## config.mk

```make
export PLATFORM = sky130hd
export DESIGN_NAME = msd_delay_manager
export DESIGN_NICKNAME = d
export VERILOG_FILES = /design/src/design/msd_pkg.sv /design/src/design/msd_delay_manager.sv
export SDC_FILE = /design/constraint.sdc
export NUM_CORES = 1
export LEC_CHECK = 0
export BUFFER_PORTS_ARGS = -buffer_cell sky130_fd_sc_hd__buf_2
export CAP_MARGIN = 25
export CORE_MARGIN = 1.5
export CORE_UTILIZATION = 47
export DETAILED_ROUTE_END_ITERATION = 10
export GPL_ROUTABILITY_DRIVEN = 0
export HOLD_SLACK_MARGIN = 0.05
export MAX_ROUTING_LAYER = met4
export PLACE_DENSITY = 0.77
export SYNTH_ARGS = -nofsm -noshare
export SYNTH_HDL_FRONTEND = slang
export SYNTH_SLANG_ARGS = --single-unit
```

## constraint.sdc

```tcl
create_clock -name pclk -period 12.61 [get_ports pclk]
set_input_delay 1.8915 -clock pclk [delete_from_list [all_inputs] [get_ports pclk]]
set_output_delay 1.8915 -clock pclk [all_outputs]
set_load 0.01 [all_outputs]
```

## src/design/msd_pkg.sv

```systemverilog
// Purpose: Shared constants, types and pin decode for the motor step delay manager
// Assumes: APB slave with 32-bit data, one register per aligned word
// Notes:   Motor input index 0, 1, 2 stands for motor_input_a, _b, _c
package msd_pkg;
	localparam int ADDR_W = 6;

	// Register byte offsets
	localparam logic [ADDR_W-1:0] OFS_CTRL    = 6'h00;
	localparam logic [ADDR_W-1:0] OFS_RATIO   = 6'h04;
	localparam logic [ADDR_W-1:0] OFS_STAT    = 6'h08;
	localparam logic [ADDR_W-1:0] OFS_MASK    = 6'h0C;
	localparam logic [ADDR_W-1:0] OFS_COMP    = 6'h10;
	localparam logic [ADDR_W-1:0] OFS_TIMER   = 6'h14;
	localparam logic [ADDR_W-1:0] OFS_ZCAP    = 6'h18;
	localparam logic [ADDR_W-1:0] OFS_ZPRV    = 6'h1C;
	localparam logic [ADDR_W-1:0] OFS_DEMAG   = 6'h20;
	localparam logic [ADDR_W-1:0] OFS_WGHT    = 6'h24;
	localparam logic [ADDR_W-1:0] OFS_PRELOAD = 6'h28;

	// Control register fields
	localparam int CTL_TCKE  = 0;
	localparam int CTL_MODE  = 1;
	localparam int CTL_SIMC  = 2;
	localparam int CTL_PCMP  = 3;
	localparam int CTL_SENS  = 4;
	localparam int CTL_OFFST = 5;
	localparam int CTL_TACHO = 6;
	localparam int CTL_INSEL = 8;
	localparam int CTL_CSRC  = 10;
	localparam int CTRL_W    = 11;

	// Status register fields
	localparam int STAT_COMM = 0;
	localparam int STAT_OVF  = 1;
	localparam int STAT_RINC = 2;
	localparam int STAT_RDEC = 3;

	// Reset values and limits
	localparam logic [CTRL_W-1:0] CTRL_RST    = 11'h000;
	localparam logic [3:0]        RATIO_RST   = 4'h0;
	localparam logic [3:0]        RATIO_MAX   = 4'hF;
	localparam logic [3:0]        RATIO_MIN   = 4'h0;
	localparam logic [7:0]        REG8_RST    = 8'h00;
	localparam logic [7:0]        TMR_WRAP    = 8'hFF;
	localparam logic [7:0]        TMR_MEDIAN  = 8'h80;
	localparam logic [7:0]        TMR_SPEEDUP = 8'h55;
	localparam logic [5:0]        PHASE_RST   = 6'h00;
	localparam logic [1:0]        TACHO_OFF   = 2'h0;
	localparam logic [1:0]        INSEL_NONE  = 2'h3;

	typedef enum logic [1:0] {PM_OFF, PM_ANALOG, PM_DIGITAL, PM_STDIO} msd_pin_mode_e;

	// Role of one motor input pin for a given input configuration
	function automatic msd_pin_mode_e msd_pin_mode(input logic pcmp, input logic sens,
		input logic [1:0] tacho, input logic [1:0] insel, input logic [1:0] idx);
		logic sel;
		sel = (insel == idx);
		if (tacho != TACHO_OFF)
			return (sel || (insel == INSEL_NONE && idx != 2'h2)) ? PM_DIGITAL : PM_STDIO;
		if (pcmp)
			return sel ? PM_ANALOG : PM_STDIO;
		if (sens)
			return sel ? PM_DIGITAL : PM_STDIO;
		return sel ? PM_ANALOG : PM_OFF;
	endfunction
endpackage

```

## src/design/msd_delay_manager.sv

```systemverilog
// Purpose: Step timer, captures, compare, multiplier and motor input pin setup
// Assumes: z_event and d_event are one-cycle pulses from detection logic on pclk
// Notes:   APB answers with no wait states; writes to step_ratio_field are ignored while the timer runs
//
// Functional notes
// - PHASE_COMPARATOR_CONTROL=1, tacho 00, input select 11: pins standard I/O
// - Sensorless off pins: high-Z or ground per select
// - Analog input pin disables its port input
// - Digital sensor pin stays readable as port
// - Eight-bit timer, registers shift with prescaler
// - Two captures, demag register, multiplier, compare register
// - Mode select: 0 switched, 1 autoswitched
// - Autoswitched: hardware commutation from captures and registers
// - Simulated commutation compares written value with timer
// - Simulated: no compare until compare register written
// - Speed measurement mode never commutates
// - Switched: compare match commutates, clears timer
// - Commutation loads preloads, sets flag, interrupt
// - Switched: ratio flag steps prescaler at next commutation
// - Writing both ratio flags together is ignored
// - Switched: zero-cross and demag leave timer alone
// - Switched overflow restarts at zero, flag if tacho 00
// - Speed mode auto-updates prescaler from captures
// - Hardware zero-cross captures, cascades, clears timer
// - Compare gets weight times chosen capture over 256
`timescale 1ns/10ps
module msd_delay_manager
	import msd_pkg::*;
	#(
	parameter int PRESC_W = 16
	)
	(
	// Clock and reset
	input  wire logic              pclk,
	input  wire logic              presetn,
	// APB slave
	input  wire logic [ADDR_W-1:0] paddr,
	input  wire logic              psel,
	input  wire logic              penable,
	input  wire logic              pwrite,
	input  wire logic [31:0]       pwdata,
	output logic      [31:0]       prdata,
	output logic                   pready,
	output logic                   pslverr,
	// Motor input pins and detection events
	input  wire logic [2:0]        motor_in,
	input  wire logic              z_event,
	input  wire logic              d_event,
	// Pin configuration and port readback
	output logic      [2:0]        pin_analog_en,
	output logic      [2:0]        pin_port_en,
	output logic      [2:0]        pin_gnd_oe,
	output logic      [2:0]        pin_alt_en,
	output logic      [2:0]        port_level,
	// Commutation
	output logic                   commutation_pulse,
	output logic                   commutation_irq,
	output logic      [5:0]        phase_pattern
	);

	logic [CTRL_W-1:0]  ctrl_q, ctrl_d;
	logic [3:0]         step_ratio_field_q, step_ratio_field_d;
	logic               commutation_flag_q, commutation_flag_d;
	logic               overflow_flag_q, overflow_flag_d;
	logic               ratio_increment_flag_q, ratio_increment_flag_d;
	logic               ratio_decrement_flag_q, ratio_decrement_flag_d;
	logic               commutation_irq_mask_q, commutation_irq_mask_d;
	logic [7:0]         commutation_compare_q, commutation_compare_d;
	logic [7:0]         step_timer_q, step_timer_d;
	logic [7:0]         zero_cross_capture_q, zero_cross_capture_d;
	logic [7:0]         prior_zero_cross_capture_q, prior_zero_cross_capture_d;
	logic [7:0]         demag_capture_compare_q, demag_capture_compare_d;
	logic [7:0]         phase_weight_register_q, phase_weight_register_d;
	logic [5:0]         preload_q, preload_d;
	logic [5:0]         phase_pattern_q, phase_pattern_d;
	logic               compare_armed_q, compare_armed_d;
	logic               mult_pending_q, mult_pending_d;
	logic [PRESC_W-1:0] presc_q, presc_d, presc_limit;
	logic               comm_pulse_q, comm_pulse_d, irq_q, irq_d;
	logic [31:0]        prdata_q, prdata_d, read_word;
	logic               pready_q, pready_d, pslverr_q, pslverr_d, unmapped;
	logic               comm_evt, tick, apb_wr, apb_setup, zs_write;
	logic               shift_r, shift_l, oi_set, rinc_set, rdec_set;
	logic [15:0]        product;
	logic [2:0]         pin_sync1_q, pin_sync2_q;
	logic [2:0]         ana_d, ana_q, port_d, port_q, gnd_d, gnd_q, alt_d, alt_q;
	logic [2:0]         level_d, level_q;
	msd_pin_mode_e      pin_mode [3];

	logic       timer_clk_enable, switch_mode_select, sim_commutation_enable;
	logic       phase_comparator_control, sensor_select, off_input_state_select;
	logic       capture_source_select;
	logic [1:0] tacho_edge_select, input_select;

	assign timer_clk_enable         = ctrl_q[CTL_TCKE];
	assign switch_mode_select       = ctrl_q[CTL_MODE];
	assign sim_commutation_enable   = ctrl_q[CTL_SIMC];
	assign phase_comparator_control = ctrl_q[CTL_PCMP];
	assign sensor_select            = ctrl_q[CTL_SENS];
	assign off_input_state_select   = ctrl_q[CTL_OFFST];
	assign tacho_edge_select        = ctrl_q[CTL_TACHO+1:CTL_TACHO];
	assign input_select             = ctrl_q[CTL_INSEL+1:CTL_INSEL];
	assign capture_source_select    = ctrl_q[CTL_CSRC];

	// Prescaler divides pclk by 2^ratio
	assign presc_limit = (PRESC_W'(1) << step_ratio_field_q) - PRESC_W'(1);
	assign tick        = timer_clk_enable && (presc_q == presc_limit);
	assign product     = phase_weight_register_q * (capture_source_select ?
		zero_cross_capture_q : prior_zero_cross_capture_q);
	assign apb_setup   = psel && !penable;
	assign apb_wr      = psel && penable && pready_q && pwrite;
	assign zs_write    = apb_wr && paddr == OFS_ZCAP && timer_clk_enable
		&& switch_mode_select && tacho_edge_select == TACHO_OFF;

	always_comb
	begin
		ctrl_d                     = ctrl_q;
		step_ratio_field_d         = step_ratio_field_q;
		commutation_flag_d         = commutation_flag_q;
		overflow_flag_d            = overflow_flag_q;
		ratio_increment_flag_d     = ratio_increment_flag_q;
		ratio_decrement_flag_d     = ratio_decrement_flag_q;
		commutation_irq_mask_d     = commutation_irq_mask_q;
		commutation_compare_d      = commutation_compare_q;
		step_timer_d               = step_timer_q;
		zero_cross_capture_d       = zero_cross_capture_q;
		prior_zero_cross_capture_d = prior_zero_cross_capture_q;
		demag_capture_compare_d    = demag_capture_compare_q;
		phase_weight_register_d    = phase_weight_register_q;
		preload_d                  = preload_q;
		phase_pattern_d            = phase_pattern_q;
		compare_armed_d            = compare_armed_q;
		mult_pending_d             = 1'b0;
		comm_evt                   = 1'b0;
		shift_r                    = 1'b0;
		shift_l                    = 1'b0;
		oi_set                     = 1'b0;
		rinc_set                   = 1'b0;
		rdec_set                   = 1'b0;
		presc_d = (!timer_clk_enable || tick) ? '0 : presc_q + PRESC_W'(1);

		if (timer_clk_enable)
		begin
			if (tick)
			begin
				if (step_timer_q == TMR_WRAP)
				begin
					if (tacho_edge_select == TACHO_OFF)
						oi_set = 1'b1;
					// Switched mode leaves the prescaler to software
					if ((switch_mode_select || tacho_edge_select != TACHO_OFF)
						&& step_ratio_field_q != RATIO_MAX)
					begin
						step_ratio_field_d = step_ratio_field_q + 4'h1;
						step_timer_d       = TMR_MEDIAN;
						shift_r            = 1'b1;
						rinc_set           = (tacho_edge_select == TACHO_OFF);
					end
					else
						step_timer_d = REG8_RST;
				end
				else
					step_timer_d = step_timer_q + 8'h01;
			end

			// Zero-cross only touches the timer outside switched mode
			if ((tacho_edge_select != TACHO_OFF || switch_mode_select)
				&& (z_event || zs_write))
			begin
				prior_zero_cross_capture_d = zs_write ? pwdata[7:0] : zero_cross_capture_q;
				zero_cross_capture_d       = zs_write ? pwdata[7:0] : step_timer_q;
				step_timer_d               = REG8_RST;
				if (z_event && step_timer_q < TMR_SPEEDUP && step_ratio_field_q != RATIO_MIN)
				begin
					step_ratio_field_d = step_ratio_field_q - 4'h1;
					shift_l            = 1'b1;
					rdec_set           = (tacho_edge_select == TACHO_OFF);
				end
			end

			if (d_event)
				demag_capture_compare_d = step_timer_q;

			if (tacho_edge_select == TACHO_OFF)
			begin
				if (!switch_mode_select)
				begin
					if (tick && compare_armed_q && step_timer_q == commutation_compare_q)
					begin
						comm_evt     = 1'b1;
						step_timer_d = REG8_RST;
					end
				end
				else if (mult_pending_q && !sim_commutation_enable)
				begin
					commutation_compare_d = product[15:8];
					compare_armed_d       = 1'b1;
				end
				else if (compare_armed_q && commutation_compare_q <= step_timer_q)
				begin
					// Late result: commutate now and record the actual time
					comm_evt              = 1'b1;
					commutation_compare_d = step_timer_q;
				end
			end
		end

		// Hardware recomputes its own compare; a simulated one needs a new write
		if (comm_evt && (switch_mode_select || sim_commutation_enable))
			compare_armed_d = 1'b0;

		if (comm_evt)
		begin
			if (!switch_mode_select && ratio_increment_flag_q && step_ratio_field_q != RATIO_MAX)
			begin
				step_ratio_field_d = step_ratio_field_q + 4'h1;
				shift_r            = 1'b1;
			end
			else if (!switch_mode_select && ratio_decrement_flag_q
				&& step_ratio_field_q != RATIO_MIN)
			begin
				step_ratio_field_d = step_ratio_field_q - 4'h1;
				shift_l            = 1'b1;
			end
			ratio_increment_flag_d = 1'b0;
			ratio_decrement_flag_d = 1'b0;
			commutation_flag_d     = 1'b1;
			phase_pattern_d        = preload_q;
		end

		if (shift_r)
		begin
			zero_cross_capture_d       = {1'b0, zero_cross_capture_d[7:1]};
			prior_zero_cross_capture_d = {1'b0, prior_zero_cross_capture_d[7:1]};
			commutation_compare_d      = {1'b0, commutation_compare_d[7:1]};
			demag_capture_compare_d    = {1'b0, demag_capture_compare_d[7:1]};
		end
		if (shift_l)
		begin
			zero_cross_capture_d       = {zero_cross_capture_d[6:0], 1'b0};
			prior_zero_cross_capture_d = {prior_zero_cross_capture_d[6:0], 1'b0};
			commutation_compare_d      = {commutation_compare_d[6:0], 1'b0};
			demag_capture_compare_d    = {demag_capture_compare_d[6:0], 1'b0};
		end
		if (switch_mode_select && !sim_commutation_enable
			&& (z_event || zs_write || shift_r || shift_l))
			mult_pending_d = timer_clk_enable && tacho_edge_select == TACHO_OFF;

		if (oi_set)
			overflow_flag_d = 1'b1;
		if (rinc_set)
			ratio_increment_flag_d = 1'b1;
		if (rdec_set)
			ratio_decrement_flag_d = 1'b1;

		if (apb_wr)
		begin
			case (paddr)
				OFS_CTRL:    ctrl_d = pwdata[CTRL_W-1:0];
				OFS_RATIO:   if (!timer_clk_enable) step_ratio_field_d = pwdata[3:0];
				OFS_STAT:
				begin
					// Hardware set wins over a same-cycle clear
					if (pwdata[STAT_COMM] && !comm_evt)
						commutation_flag_d = 1'b0;
					if (pwdata[STAT_OVF] && !oi_set)
						overflow_flag_d = 1'b0;
					if (pwdata[STAT_RINC] != pwdata[STAT_RDEC])
					begin
						ratio_increment_flag_d = ratio_increment_flag_d | pwdata[STAT_RINC];
						ratio_decrement_flag_d = ratio_decrement_flag_d | pwdata[STAT_RDEC];
					end
				end
				OFS_MASK:    commutation_irq_mask_d = pwdata[0];
				OFS_COMP:
				begin
					commutation_compare_d = pwdata[7:0];
					compare_armed_d       = 1'b1;
				end
				OFS_ZCAP:    zero_cross_capture_d = pwdata[7:0];
				OFS_DEMAG:   demag_capture_compare_d = pwdata[7:0];
				OFS_WGHT:    phase_weight_register_d = pwdata[7:0];
				OFS_PRELOAD: preload_d = pwdata[5:0];
				default:     ;
			endcase
		end

		comm_pulse_d = comm_evt;
		irq_d        = commutation_flag_d && commutation_irq_mask_d;
	end

	// APB read mux and answer
	always_comb
	begin
		unmapped  = 1'b0;
		read_word = 32'h0000_0000;
		case (paddr)
			OFS_CTRL:    read_word[CTRL_W-1:0] = ctrl_q;
			OFS_RATIO:   read_word[3:0] = step_ratio_field_q;
			OFS_STAT:    read_word[3:0] = {ratio_decrement_flag_q, ratio_increment_flag_q,
				overflow_flag_q, commutation_flag_q};
			OFS_MASK:    read_word[0] = commutation_irq_mask_q;
			OFS_COMP:    read_word[7:0] = commutation_compare_q;
			OFS_TIMER:   read_word[7:0] = step_timer_q;
			OFS_ZCAP:    read_word[7:0] = zero_cross_capture_q;
			OFS_ZPRV:    read_word[7:0] = prior_zero_cross_capture_q;
			OFS_DEMAG:   read_word[7:0] = demag_capture_compare_q;
			OFS_WGHT:    read_word[7:0] = phase_weight_register_q;
			OFS_PRELOAD: read_word[5:0] = preload_q;
			default:     unmapped = 1'b1;
		endcase
		pready_d  = apb_setup;
		pslverr_d = apb_setup && unmapped;
		prdata_d  = apb_setup ? read_word : prdata_q;
	end

	// Motor input pin roles
	for (genvar i = 0; i < 3; i++)
	begin : g_pin
		assign pin_mode[i] = msd_pin_mode(phase_comparator_control, sensor_select,
			tacho_edge_select, input_select, 2'(i));
	end

	always_comb
	begin
		for (int i = 0; i < 3; i++)
		begin
			ana_d[i]  = (pin_mode[i] == PM_ANALOG);
			port_d[i] = (pin_mode[i] == PM_DIGITAL) || (pin_mode[i] == PM_STDIO);
			alt_d[i]  = (pin_mode[i] == PM_ANALOG) || (pin_mode[i] == PM_DIGITAL);
			gnd_d[i]  = (pin_mode[i] == PM_OFF) && off_input_state_select;
		end
		level_d = pin_sync2_q & port_d;
	end

	always_ff @(posedge pclk or negedge presetn)
	begin
		if (!presetn)
		begin
			pin_sync1_q <= 3'h0;
			pin_sync2_q <= 3'h0;
			ana_q       <= 3'h0;
			port_q      <= 3'h0;
			gnd_q       <= 3'h0;
			alt_q       <= 3'h0;
			level_q     <= 3'h0;
		end
		else
		begin
			pin_sync1_q <= motor_in;
			pin_sync2_q <= pin_sync1_q;
			ana_q       <= ana_d;
			port_q      <= port_d;
			gnd_q       <= gnd_d;
			alt_q       <= alt_d;
			level_q     <= level_d;
		end
	end

	always_ff @(posedge pclk or negedge presetn)
	begin
		if (!presetn)
		begin
			ctrl_q                     <= CTRL_RST;
			step_ratio_field_q         <= RATIO_RST;
			commutation_flag_q         <= 1'b0;
			overflow_flag_q            <= 1'b0;
			ratio_increment_flag_q     <= 1'b0;
			ratio_decrement_flag_q     <= 1'b0;
			commutation_irq_mask_q     <= 1'b0;
			commutation_compare_q      <= REG8_RST;
			step_timer_q               <= REG8_RST;
			zero_cross_capture_q       <= REG8_RST;
			prior_zero_cross_capture_q <= REG8_RST;
			demag_capture_compare_q    <= REG8_RST;
			phase_weight_register_q    <= REG8_RST;
			preload_q                  <= PHASE_RST;
			phase_pattern_q            <= PHASE_RST;
			compare_armed_q            <= 1'b0;
			mult_pending_q             <= 1'b0;
			presc_q                    <= '0;
			comm_pulse_q               <= 1'b0;
			irq_q                      <= 1'b0;
			prdata_q                   <= 32'h0000_0000;
			pready_q                   <= 1'b0;
			pslverr_q                  <= 1'b0;
		end
		else
		begin
			ctrl_q                     <= ctrl_d;
			step_ratio_field_q         <= step_ratio_field_d;
			commutation_flag_q         <= commutation_flag_d;
			overflow_flag_q            <= overflow_flag_d;
			ratio_increment_flag_q     <= ratio_increment_flag_d;
			ratio_decrement_flag_q     <= ratio_decrement_flag_d;
			commutation_irq_mask_q     <= commutation_irq_mask_d;
			commutation_compare_q      <= commutation_compare_d;
			step_timer_q               <= step_timer_d;
			zero_cross_capture_q       <= zero_cross_capture_d;
			prior_zero_cross_capture_q <= prior_zero_cross_capture_d;
			demag_capture_compare_q    <= demag_capture_compare_d;
			phase_weight_register_q    <= phase_weight_register_d;
			preload_q                  <= preload_d;
			phase_pattern_q            <= phase_pattern_d;
			compare_armed_q            <= compare_armed_d;
			mult_pending_q             <= mult_pending_d;
			presc_q                    <= presc_d;
			comm_pulse_q               <= comm_pulse_d;
			irq_q                      <= irq_d;
			prdata_q                   <= prdata_d;
			pready_q                   <= pready_d;
			pslverr_q                  <= pslverr_d;
		end
	end

	assign prdata            = prdata_q;
	assign pready            = pready_q;
	assign pslverr           = pslverr_q;
	assign pin_analog_en     = ana_q;
	assign pin_port_en       = port_q;
	assign pin_gnd_oe        = gnd_q;
	assign pin_alt_en        = alt_q;
	assign port_level        = level_q;
	assign commutation_pulse = comm_pulse_q;
	assign commutation_irq   = irq_q;
	assign phase_pattern     = phase_pattern_q;
endmodule

```

==> results.sh, run 1 <==
export IMPL_cts_sink_count=134
export IMPL_finalCritPeriodShare=0.520
export IMPL_rsz_0062_raised_after_global_routing="no"
export IMPL_post_route_cells_drive_above_1_share=0.135
export IMPL_dp_final_hpwl_um=21700
export IMPL_synthArstFlopShare=1.00
export IMPL_synthXorXnorAreaFrac=0.0268
export IMPL_avgViaCountPerCell=6.09
export IMPL_placedInstanceArea_um2=11200
export IMPL_max_slew_violation_count=0
export IMPL_crit_path_end_kind="register"
export IMPL_ctsResizeCount=0
export IMPL_report_final_setup_viol=0
export IMPL_grtUsageTotal=0.259
export IMPL_postLayoutSetupSlackWorst_ns=6.05
export IMPL_synth_cell_area_um2=10800
export IMPL_slowest_stage="sky130_fd_sc_hd__mux2i_1"
export IMPL_worst_ep_arrival_time_ns=6.93
export IMPL_yosys_register_bits=134
export IMPL_number_of_synthesized_flops_with_an_enable_pin=0
export IMPL_drt_pass1_iterations=8
export IMPL_crit_required_ns=12.98
export IMPL_die_area_um2=23900
export IMPL_pin_count=105
export IMPL_min_period_ns=6.56
export IMPL_drcViolationCount=0
export IMPL_compound_gate_fraction_of_synth_area=0.144
export IMPL_syn_mean_instance_area_um2=9.00
export IMPL_crit_path_start_kind="register"
export IMPL_vias=9316
export IMPL_tightest_slew_ns=1.09
export IMPL_antennaDiodeCount=0
export IMPL_cts_hold_fix_buffers=0
export IMPL_yosys_area_share_adder=0.144
export IMPL_route_antenna_remaining_nets=0
export IMPL_drt_wirelength_per_cell_um=19.2
export IMPL_leakagePower_uw=0.00553
export IMPL_clk_pin_slew_worst_paths_ns=0.06
export IMPL_nets=1383
export IMPL_cts_root_buf="sky130_fd_sc_hd__clkbuf_16"
export IMPL_die_y_um=155
export IMPL_minimum_setup_slack_among_reg_to_reg_paths_ns=6.05
export IMPL_final_instance_area_um2=11800
export IMPL_crit_path_max_fanout=10
export IMPL_layout_area_overhead_vs_synth_pct=9.61
export IMPL_slew_headroom=0.269
export IMPL_grt_first_pass_wirelength_um=47500
export IMPL_grt_max_degree=71
export IMPL_place_worst_setup_slack_ns=6.11
export IMPL_placementRows=55
export IMPL_tritoncts="done"
export IMPL_ys_types=85
export IMPL_crit_path_start="ctrl_q[10]"
export IMPL_worstSetupPathType="reg2reg"
export IMPL_report_final_hold_viol_count=0
export IMPL_synth_ff_type="sky130_fd_sc_hd__dfrtp_1"
export IMPL_drt_total_wl_um=29300
export IMPL_outcome="finished, final reports clean"
export IMPL_vdd_drop_max_uv=100
export IMPL_nFillCells=2022
export IMPL_yosys_area_share_simple=0.214
export IMPL_insertion_delay_ns=0.43
export IMPL_port_buffers=62
export IMPL_finalClockSkew_ns=0.00848
export IMPL_antenna_found_initial=0
export IMPL_critical_path_max_stage_delay_ns=0.77
export IMPL_power_density_nw_per_um2=95.3
export IMPL_synth_area_mux_share=0.0934
export IMPL_first_global_vias=9059
export IMPL_place_inst=1498
export IMPL_max_freq_mhz=152
export IMPL_cts_max_path_buffers=2
export IMPL_final_util=0.524
export IMPL_cp_cell_sequence="mux2i_1 > nand2b_1 > fa_1 > fa_1 > inv_1 > fa_1 > inv_1 > fa_1 > inv_1 > ha_1 > a211o_1 > or3b_1 > o221a_2 > a21bo_2 > mux2_1 > a221oi_1 > mux2i_1 > nand2_1 > a22o_1"
export IMPL_hp_class="reg2reg"
export IMPL_drt_initial_drc_count=1049
export IMPL_yosys_warnings=0
export IMPL_setup_tns_ns=0
export IMPL_overflow=0
export IMPL_post_cts_repair_setup_buffers=0
export IMPL_number_of_h_tree_levels=4
export IMPL_initial_core_util=0.478
export IMPL_min_from="pin_sync1_q[1]"
export IMPL_path_common_cell="sky130_fd_sc_hd__fa_1"
export IMPL_yosysSeqAreaShare=0.311
export IMPL_die_width_um=155
export IMPL_post_synth_inst_count=1200
export IMPL_worst_reg2reg_path_startpoint="ctrl_q[10]"
export IMPL_post_layout_nonfiller_instances=1529
export IMPL_dominant_combinational_cell_family_by_area_after_synthesis="simple AND/OR/NAND/NOR gates"
export IMPL_design_core_area_um2=22600
export IMPL_cts_buffers_inserted=17
export IMPL_timing_max_cap_violations=0
==> path summary, 6_finish.rpt <==
| path | depth (start not counted) | to |
|---|---|---|
| min in group asynchronous | 1 | prdata[7] |
| worst max-delay path | 19 | commutation_compare_q[6] |
| worst min-delay path | 0 | pin_sync2_q[1] |
| max in group asynchronous | 2 | step_timer_q[0] |
| worst max register to register | 19 | commutation_compare_q[6] |
| worst min register to register | 0 | pin_sync2_q[1] |
==> routing by layer <==
metal / vias to the layer above / wire [µm] / track usage
met5: - / 0 / -
met4: 0 / 994 / 0.0994
li1: 4274 / - / -
met2: 441 / 14400 / 0.422
met3: 89 / 2050 / 0.0420
met1: 4512 / 11900 / 0.325
==> cell families (layout without fill, tap and decap cells) <==
logic type,Yosys count,in the layout
DFF,134,134
xor gates and xnor gates,33,33
adders and majority gates,103,103
and+or+nand+nor,455,455
other,1,21
muxes,85,85
buffers and inverters,156,180
AOI/OAI and AO/OA,233,233
==> Yosys cell counts (24+ instances only) <==
cell type | count | area share
sky130_fd_sc_hd__nand2_1 | 136 | 0.047
sky130_fd_sc_hd__dfrtp_1 | 134 | 0.31
sky130_fd_sc_hd__nor2_1 | 87 | 0.030
sky130_fd_sc_hd__inv_1 | 74 | 0.026
sky130_fd_sc_hd__ha_1 | 68 | 0.079
sky130_fd_sc_hd__o21ai_0 | 51 | 0.024
sky130_fd_sc_hd__a21oi_1 | 48 | 0.022
sky130_fd_sc_hd__mux2i_1 | 40 | 0.037
sky130_fd_sc_hd__nand3_1 | 39 | 0.018
sky130_fd_sc_hd__nor2b_1 | 36 | 0.021
sky130_fd_sc_hd__fa_1 | 35 | 0.065
sky130_fd_sc_hd__mux2_2 | 33 | 0.034
sky130_fd_sc_hd__clkbuf_1 | 30 | 0.010
sky130_fd_sc_hd__and2_1 | 27 | 0.016
sky130_fd_sc_hd__nor3_1 | 24 | 0.011
==> through the flow <==
| stage | hold WS (ns) | power, µW |
|---|---|---|
| 5_1_grt | 0.355 | 1170 |
| 4_1_cts | 0.344 | 1130 |
| 6_report | 0.348 | 1130 |
| 3_5_place_dp | 0.336 | 581 |
| 3_3_place_gp | 0.332 | 576 |
| 2_1_floorplan | 0.331 | 539 |
==> where the power goes <==
| group | total [µW] | switching (µW) | internal (µW) |
|---|---|---|---|
| Combinational | 115 | 73.6 | 41.3 |
| Sequential | 461 | 17.1 | 444 |
| Clock | 552 | 200 | 352 |
==> flip-flops by register name (all words and copies together), names as in the netlist, 4 cells and up <==
register / count
presc_q: 16
ctrl_q: 11
prdata: 11
commutation_compare_q: 8
demag_capture_compare_q: 8
phase_weight_register_q: 8
prior_zero_cross_capture_q: 8
step_timer_q: 8
zero_cross_capture_q: 8
phase_pattern: 6
preload_q: 6
step_ratio_field_q: 4
==> critical path, delay by kind of cell (launching register included) <==
family          cells  cell delay (ns)
compound gates      5             1.42
fa+ha+maj           5             2.31
buf+inv             3             0.16
flops               1             0.66
mux                 3             1.25
simple gates        3             0.69
==> placed cells by master (no fill, tap or decap), types with 35 or more instances in the layout <==
cell / Yosys / routed
sky130_fd_sc_hd__nand2_1: 136 / 136
sky130_fd_sc_hd__dfrtp_1: 134 / 134
sky130_fd_sc_hd__nor2_1: 87 / 87
sky130_fd_sc_hd__inv_1: 74 / 74
sky130_fd_sc_hd__ha_1: 68 / 68
sky130_fd_sc_hd__buf_2: 18 / 61
sky130_fd_sc_hd__o21ai_0: 51 / 51
sky130_fd_sc_hd__a21oi_1: 48 / 48
sky130_fd_sc_hd__mux2i_1: 40 / 40
sky130_fd_sc_hd__nand3_1: 39 / 39
sky130_fd_sc_hd__nor2b_1: 36 / 36
sky130_fd_sc_hd__fa_1: 35 / 35
==> final cells by class <==
cell class	instances	area, µm²	share of cell area
multi-input cells	930	6790	0.574
flip-flops and latches	134	3350	0.283
clock buffers	17	425	0.0360
repair buffers	73	399	0.0337
well taps	285	357	0.0301
inverters	76	285	0.0241
clock inverters	14	225	0.0190
Power figures use the tool's default switching activity.
==> inputs of run 2 (changes only) <==
PLACE_DENSITY = 0.79   (was 0.77)
clock period = 5.42 ns   (was 12.61 ns; I/O delays follow)
==> run 2 against run 1 <==
The run now ends with negative setup slack left; cell area grew 5.1%; sequential power up 130%; critical path type unchanged; core utilization rose by 2.7 points; via count grew 3.8%; sequential share of layout area decreased by 1.4 points; clock-buffer cell count rose by 1; combinational power rose to 2.6 times the previous value; worst hold slack is essentially flat.
==> results.sh, run 2 (same netlist as run 1, synthesis figures left out) <==
export IMPL_drt_pass1_iterations=7
export IMPL_setup_tns_ns=-0.152
export IMPL_worst_ep_arrival_time_ns=5.85
export IMPL_max_freq_mhz=182
export IMPL_violations_in_the_final_reports="negative setup slack"
export IMPL_place_worst_setup_slack_ns=-0.312
export IMPL_number_of_h_tree_levels=4
export IMPL_cts_sink_count=134
export IMPL_leakagePower_uw=0.00585
export IMPL_placementRows=55
export IMPL_power_density_nw_per_um2=202
export IMPL_final_cell_mix="sky130_fd_sc_hd__nand2_1 (134), sky130_fd_sc_hd__dfrtp_1 (134), sky130_fd_sc_hd__nor2_1 (87), sky130_fd_sc_hd__inv_1 (72), sky130_fd_sc_hd__ha_1 (64)"
export IMPL_crit_required_ns=5.77
export IMPL_layout_area_overhead_vs_synth_pct=15.2
export IMPL_worstSetupPathType="reg2reg"
export IMPL_drcViolationCount=0
export IMPL_design_core_area_um2=22600
export IMPL_min_period_ns=5.50
export IMPL_registers_top_by_ff_count="presc_q"
export IMPL_rsz_0062_raised_after_global_routing="yes"
export IMPL_finalClockSkew_ns=0.0132
export IMPL_vias=9673
export IMPL_nets=1434
export IMPL_max_slew_violation_count=0
export IMPL_overflow=0
export IMPL_die_area_um2=23900
export IMPL_grtUsageTotal=0.268
export IMPL_postLayoutSetupSlackWorst_ns=-0.0763
export IMPL_tritoncts="done"
export IMPL_first_global_vias=9394
export IMPL_cts_buffers_inserted=17
export IMPL_antenna_found_initial=0
export IMPL_placedInstanceArea_um2=11600
export IMPL_path_common_cell="sky130_fd_sc_hd__fa_1"
export IMPL_grt_max_degree=96
export IMPL_pin_count=105
export IMPL_largest_register_ff_count=16
export IMPL_finalCritPeriodShare=1.01
export IMPL_drt_total_wl_um=30900
export IMPL_crit_path_start_kind="register"
export IMPL_post_route_cells_drive_above_1_share=0.193
export IMPL_clk_pin_slew_worst_paths_ns=0.06
export IMPL_timing_max_cap_violations=0
export IMPL_crit_path_end_kind="register"
export IMPL_outcome="finished with violations"
export IMPL_post_layout_nonfiller_instances=1580
export IMPL_drt_wirelength_per_cell_um=19.5
export IMPL_cts_max_path_buffers=2
export IMPL_cts_hold_fix_buffers=0
export IMPL_cp_cell_sequence="buf_12 > mux2_4 > and2_4 > fa_1 > fa_1 > fa_1 > inv_1 > fa_1 > inv_1 > ha_2 > a211o_1 > or3b_1 > o221a_4 > buf_4 > a21oi_4 > mux2i_4 > a21oi_2 > mux2i_1 > a21oi_1 > a21oi_1"
export IMPL_report_final_setup_viol=4
export IMPL_die_width_um=155
export IMPL_report_final_hold_viol_count=0
export IMPL_slowest_stage="sky130_fd_sc_hd__fa_1"
export IMPL_dp_final_hpwl_um=22900
export IMPL_insertion_delay_ns=0.44
export IMPL_tightest_slew_ns=1.13
export IMPL_avgViaCountPerCell=6.12
export IMPL_port_buffers=62
export IMPL_final_instance_area_um2=12400
export IMPL_hp_class="reg2reg"
export IMPL_initial_core_util=0.478
export IMPL_grt_first_pass_wirelength_um=49000
export IMPL_critical_path_max_stage_delay_ns=0.56
export IMPL_vdd_drop_max_uv=267
export IMPL_place_inst=1542
export IMPL_crit_path_max_fanout=6
export IMPL_drt_initial_drc_count=1096
export IMPL_cts_root_buf="sky130_fd_sc_hd__clkbuf_16"
export IMPL_die_y_um=155
export IMPL_route_antenna_remaining_nets=0
export IMPL_slew_headroom=0.238
export IMPL_antennaDiodeCount=0
[run 2: cell types whose count changed in the layout (fill, tap and decap cells not counted), sizes merged]
| cell | previous run | this run |
|---|---|---|
| buf | 73 | 124 |
| clkbuf | 17 | 18 |
| bufinv | 5 | 2 |
| clkinv | 6 | 7 |
| inv | 77 | 78 |
[run 2: report_power, final]
part	total, µW	switching [µW]	internal [µW]	leakage [µW]
clock network	1140	462	681	0.000279
registers	1070	36.1	1030	0.00175
logic	300	184	116	0.00382
total	2510	682	1830	0.00585
[run 2: metal layers]
layer	up-vias	share of wire	track usage
li1	4366	-	-
met1	4702	0.39	0.334
met2	482	0.48	0.426
met3	123	0.080	0.0401
met4	0	0.044	0.134
met5	-	0	-
[run 2: timing repair]
item / in CTS / in global routing
setup endpoints to repair: 6 / 8
setup buffers: 4 / 3
pin swaps: 25 / 14
gates resized for setup: 22 / 17
[run 2: final timing paths]
| check | from | to | slack (ns) | cells after the start |
|---|---|---|---|---|
| worst min register to register | pin_sync1_q[1] | pin_sync2_q[1] | 0.35 | 0 |
| max in group asynchronous | presetn | phase_pattern[3] | 3.92 | 2 |
| min in group asynchronous | presetn | phase_weight_register_q[1] | 0.46 | 1 |
| worst max-delay path | ctrl_q[10] | commutation_compare_q[4] | -0.08 | 20 |
| worst min-delay path | pin_sync1_q[1] | pin_sync2_q[1] | 0.35 | 0 |
| worst max register to register | ctrl_q[10] | commutation_compare_q[4] | -0.08 | 20 |
[run 2: layout make-up]
type | instances | area, µm²
Fill cell | 1927 | 10100
Multi-Input combinational cell | 930 | 7050
Sequential cell | 134 | 3350
Timing Repair Buffer | 124 | 810
Clock buffer | 18 | 429
Tap cell | 285 | 357
Inverter | 76 | 285
Clock inverter | 13 | 149
[run 2: stage by stage]
stage	power, µW	hold slack [ns]	util
2_1_floorplan	1260	0.331	-
3_3_place_gp	1360	0.332	0.513
3_5_place_dp	1370	0.339	0.514
4_1_cts	2500	0.350	0.545
5_1_grt	2590	0.351	0.551
6_report	2510	0.348	0.551
[run 2: critical path, delay by kind of cell (launching register included)]
kind	cells	cell delay (ns)
adder cells (fa/ha/maj)	5	2.17
multiplexers	3	0.85
buffers and inverters	4	0.41
AO/OA/AOI/OAI	6	1.06
flip-flops	1	0.40
AND/OR/NAND/NOR	2	0.55
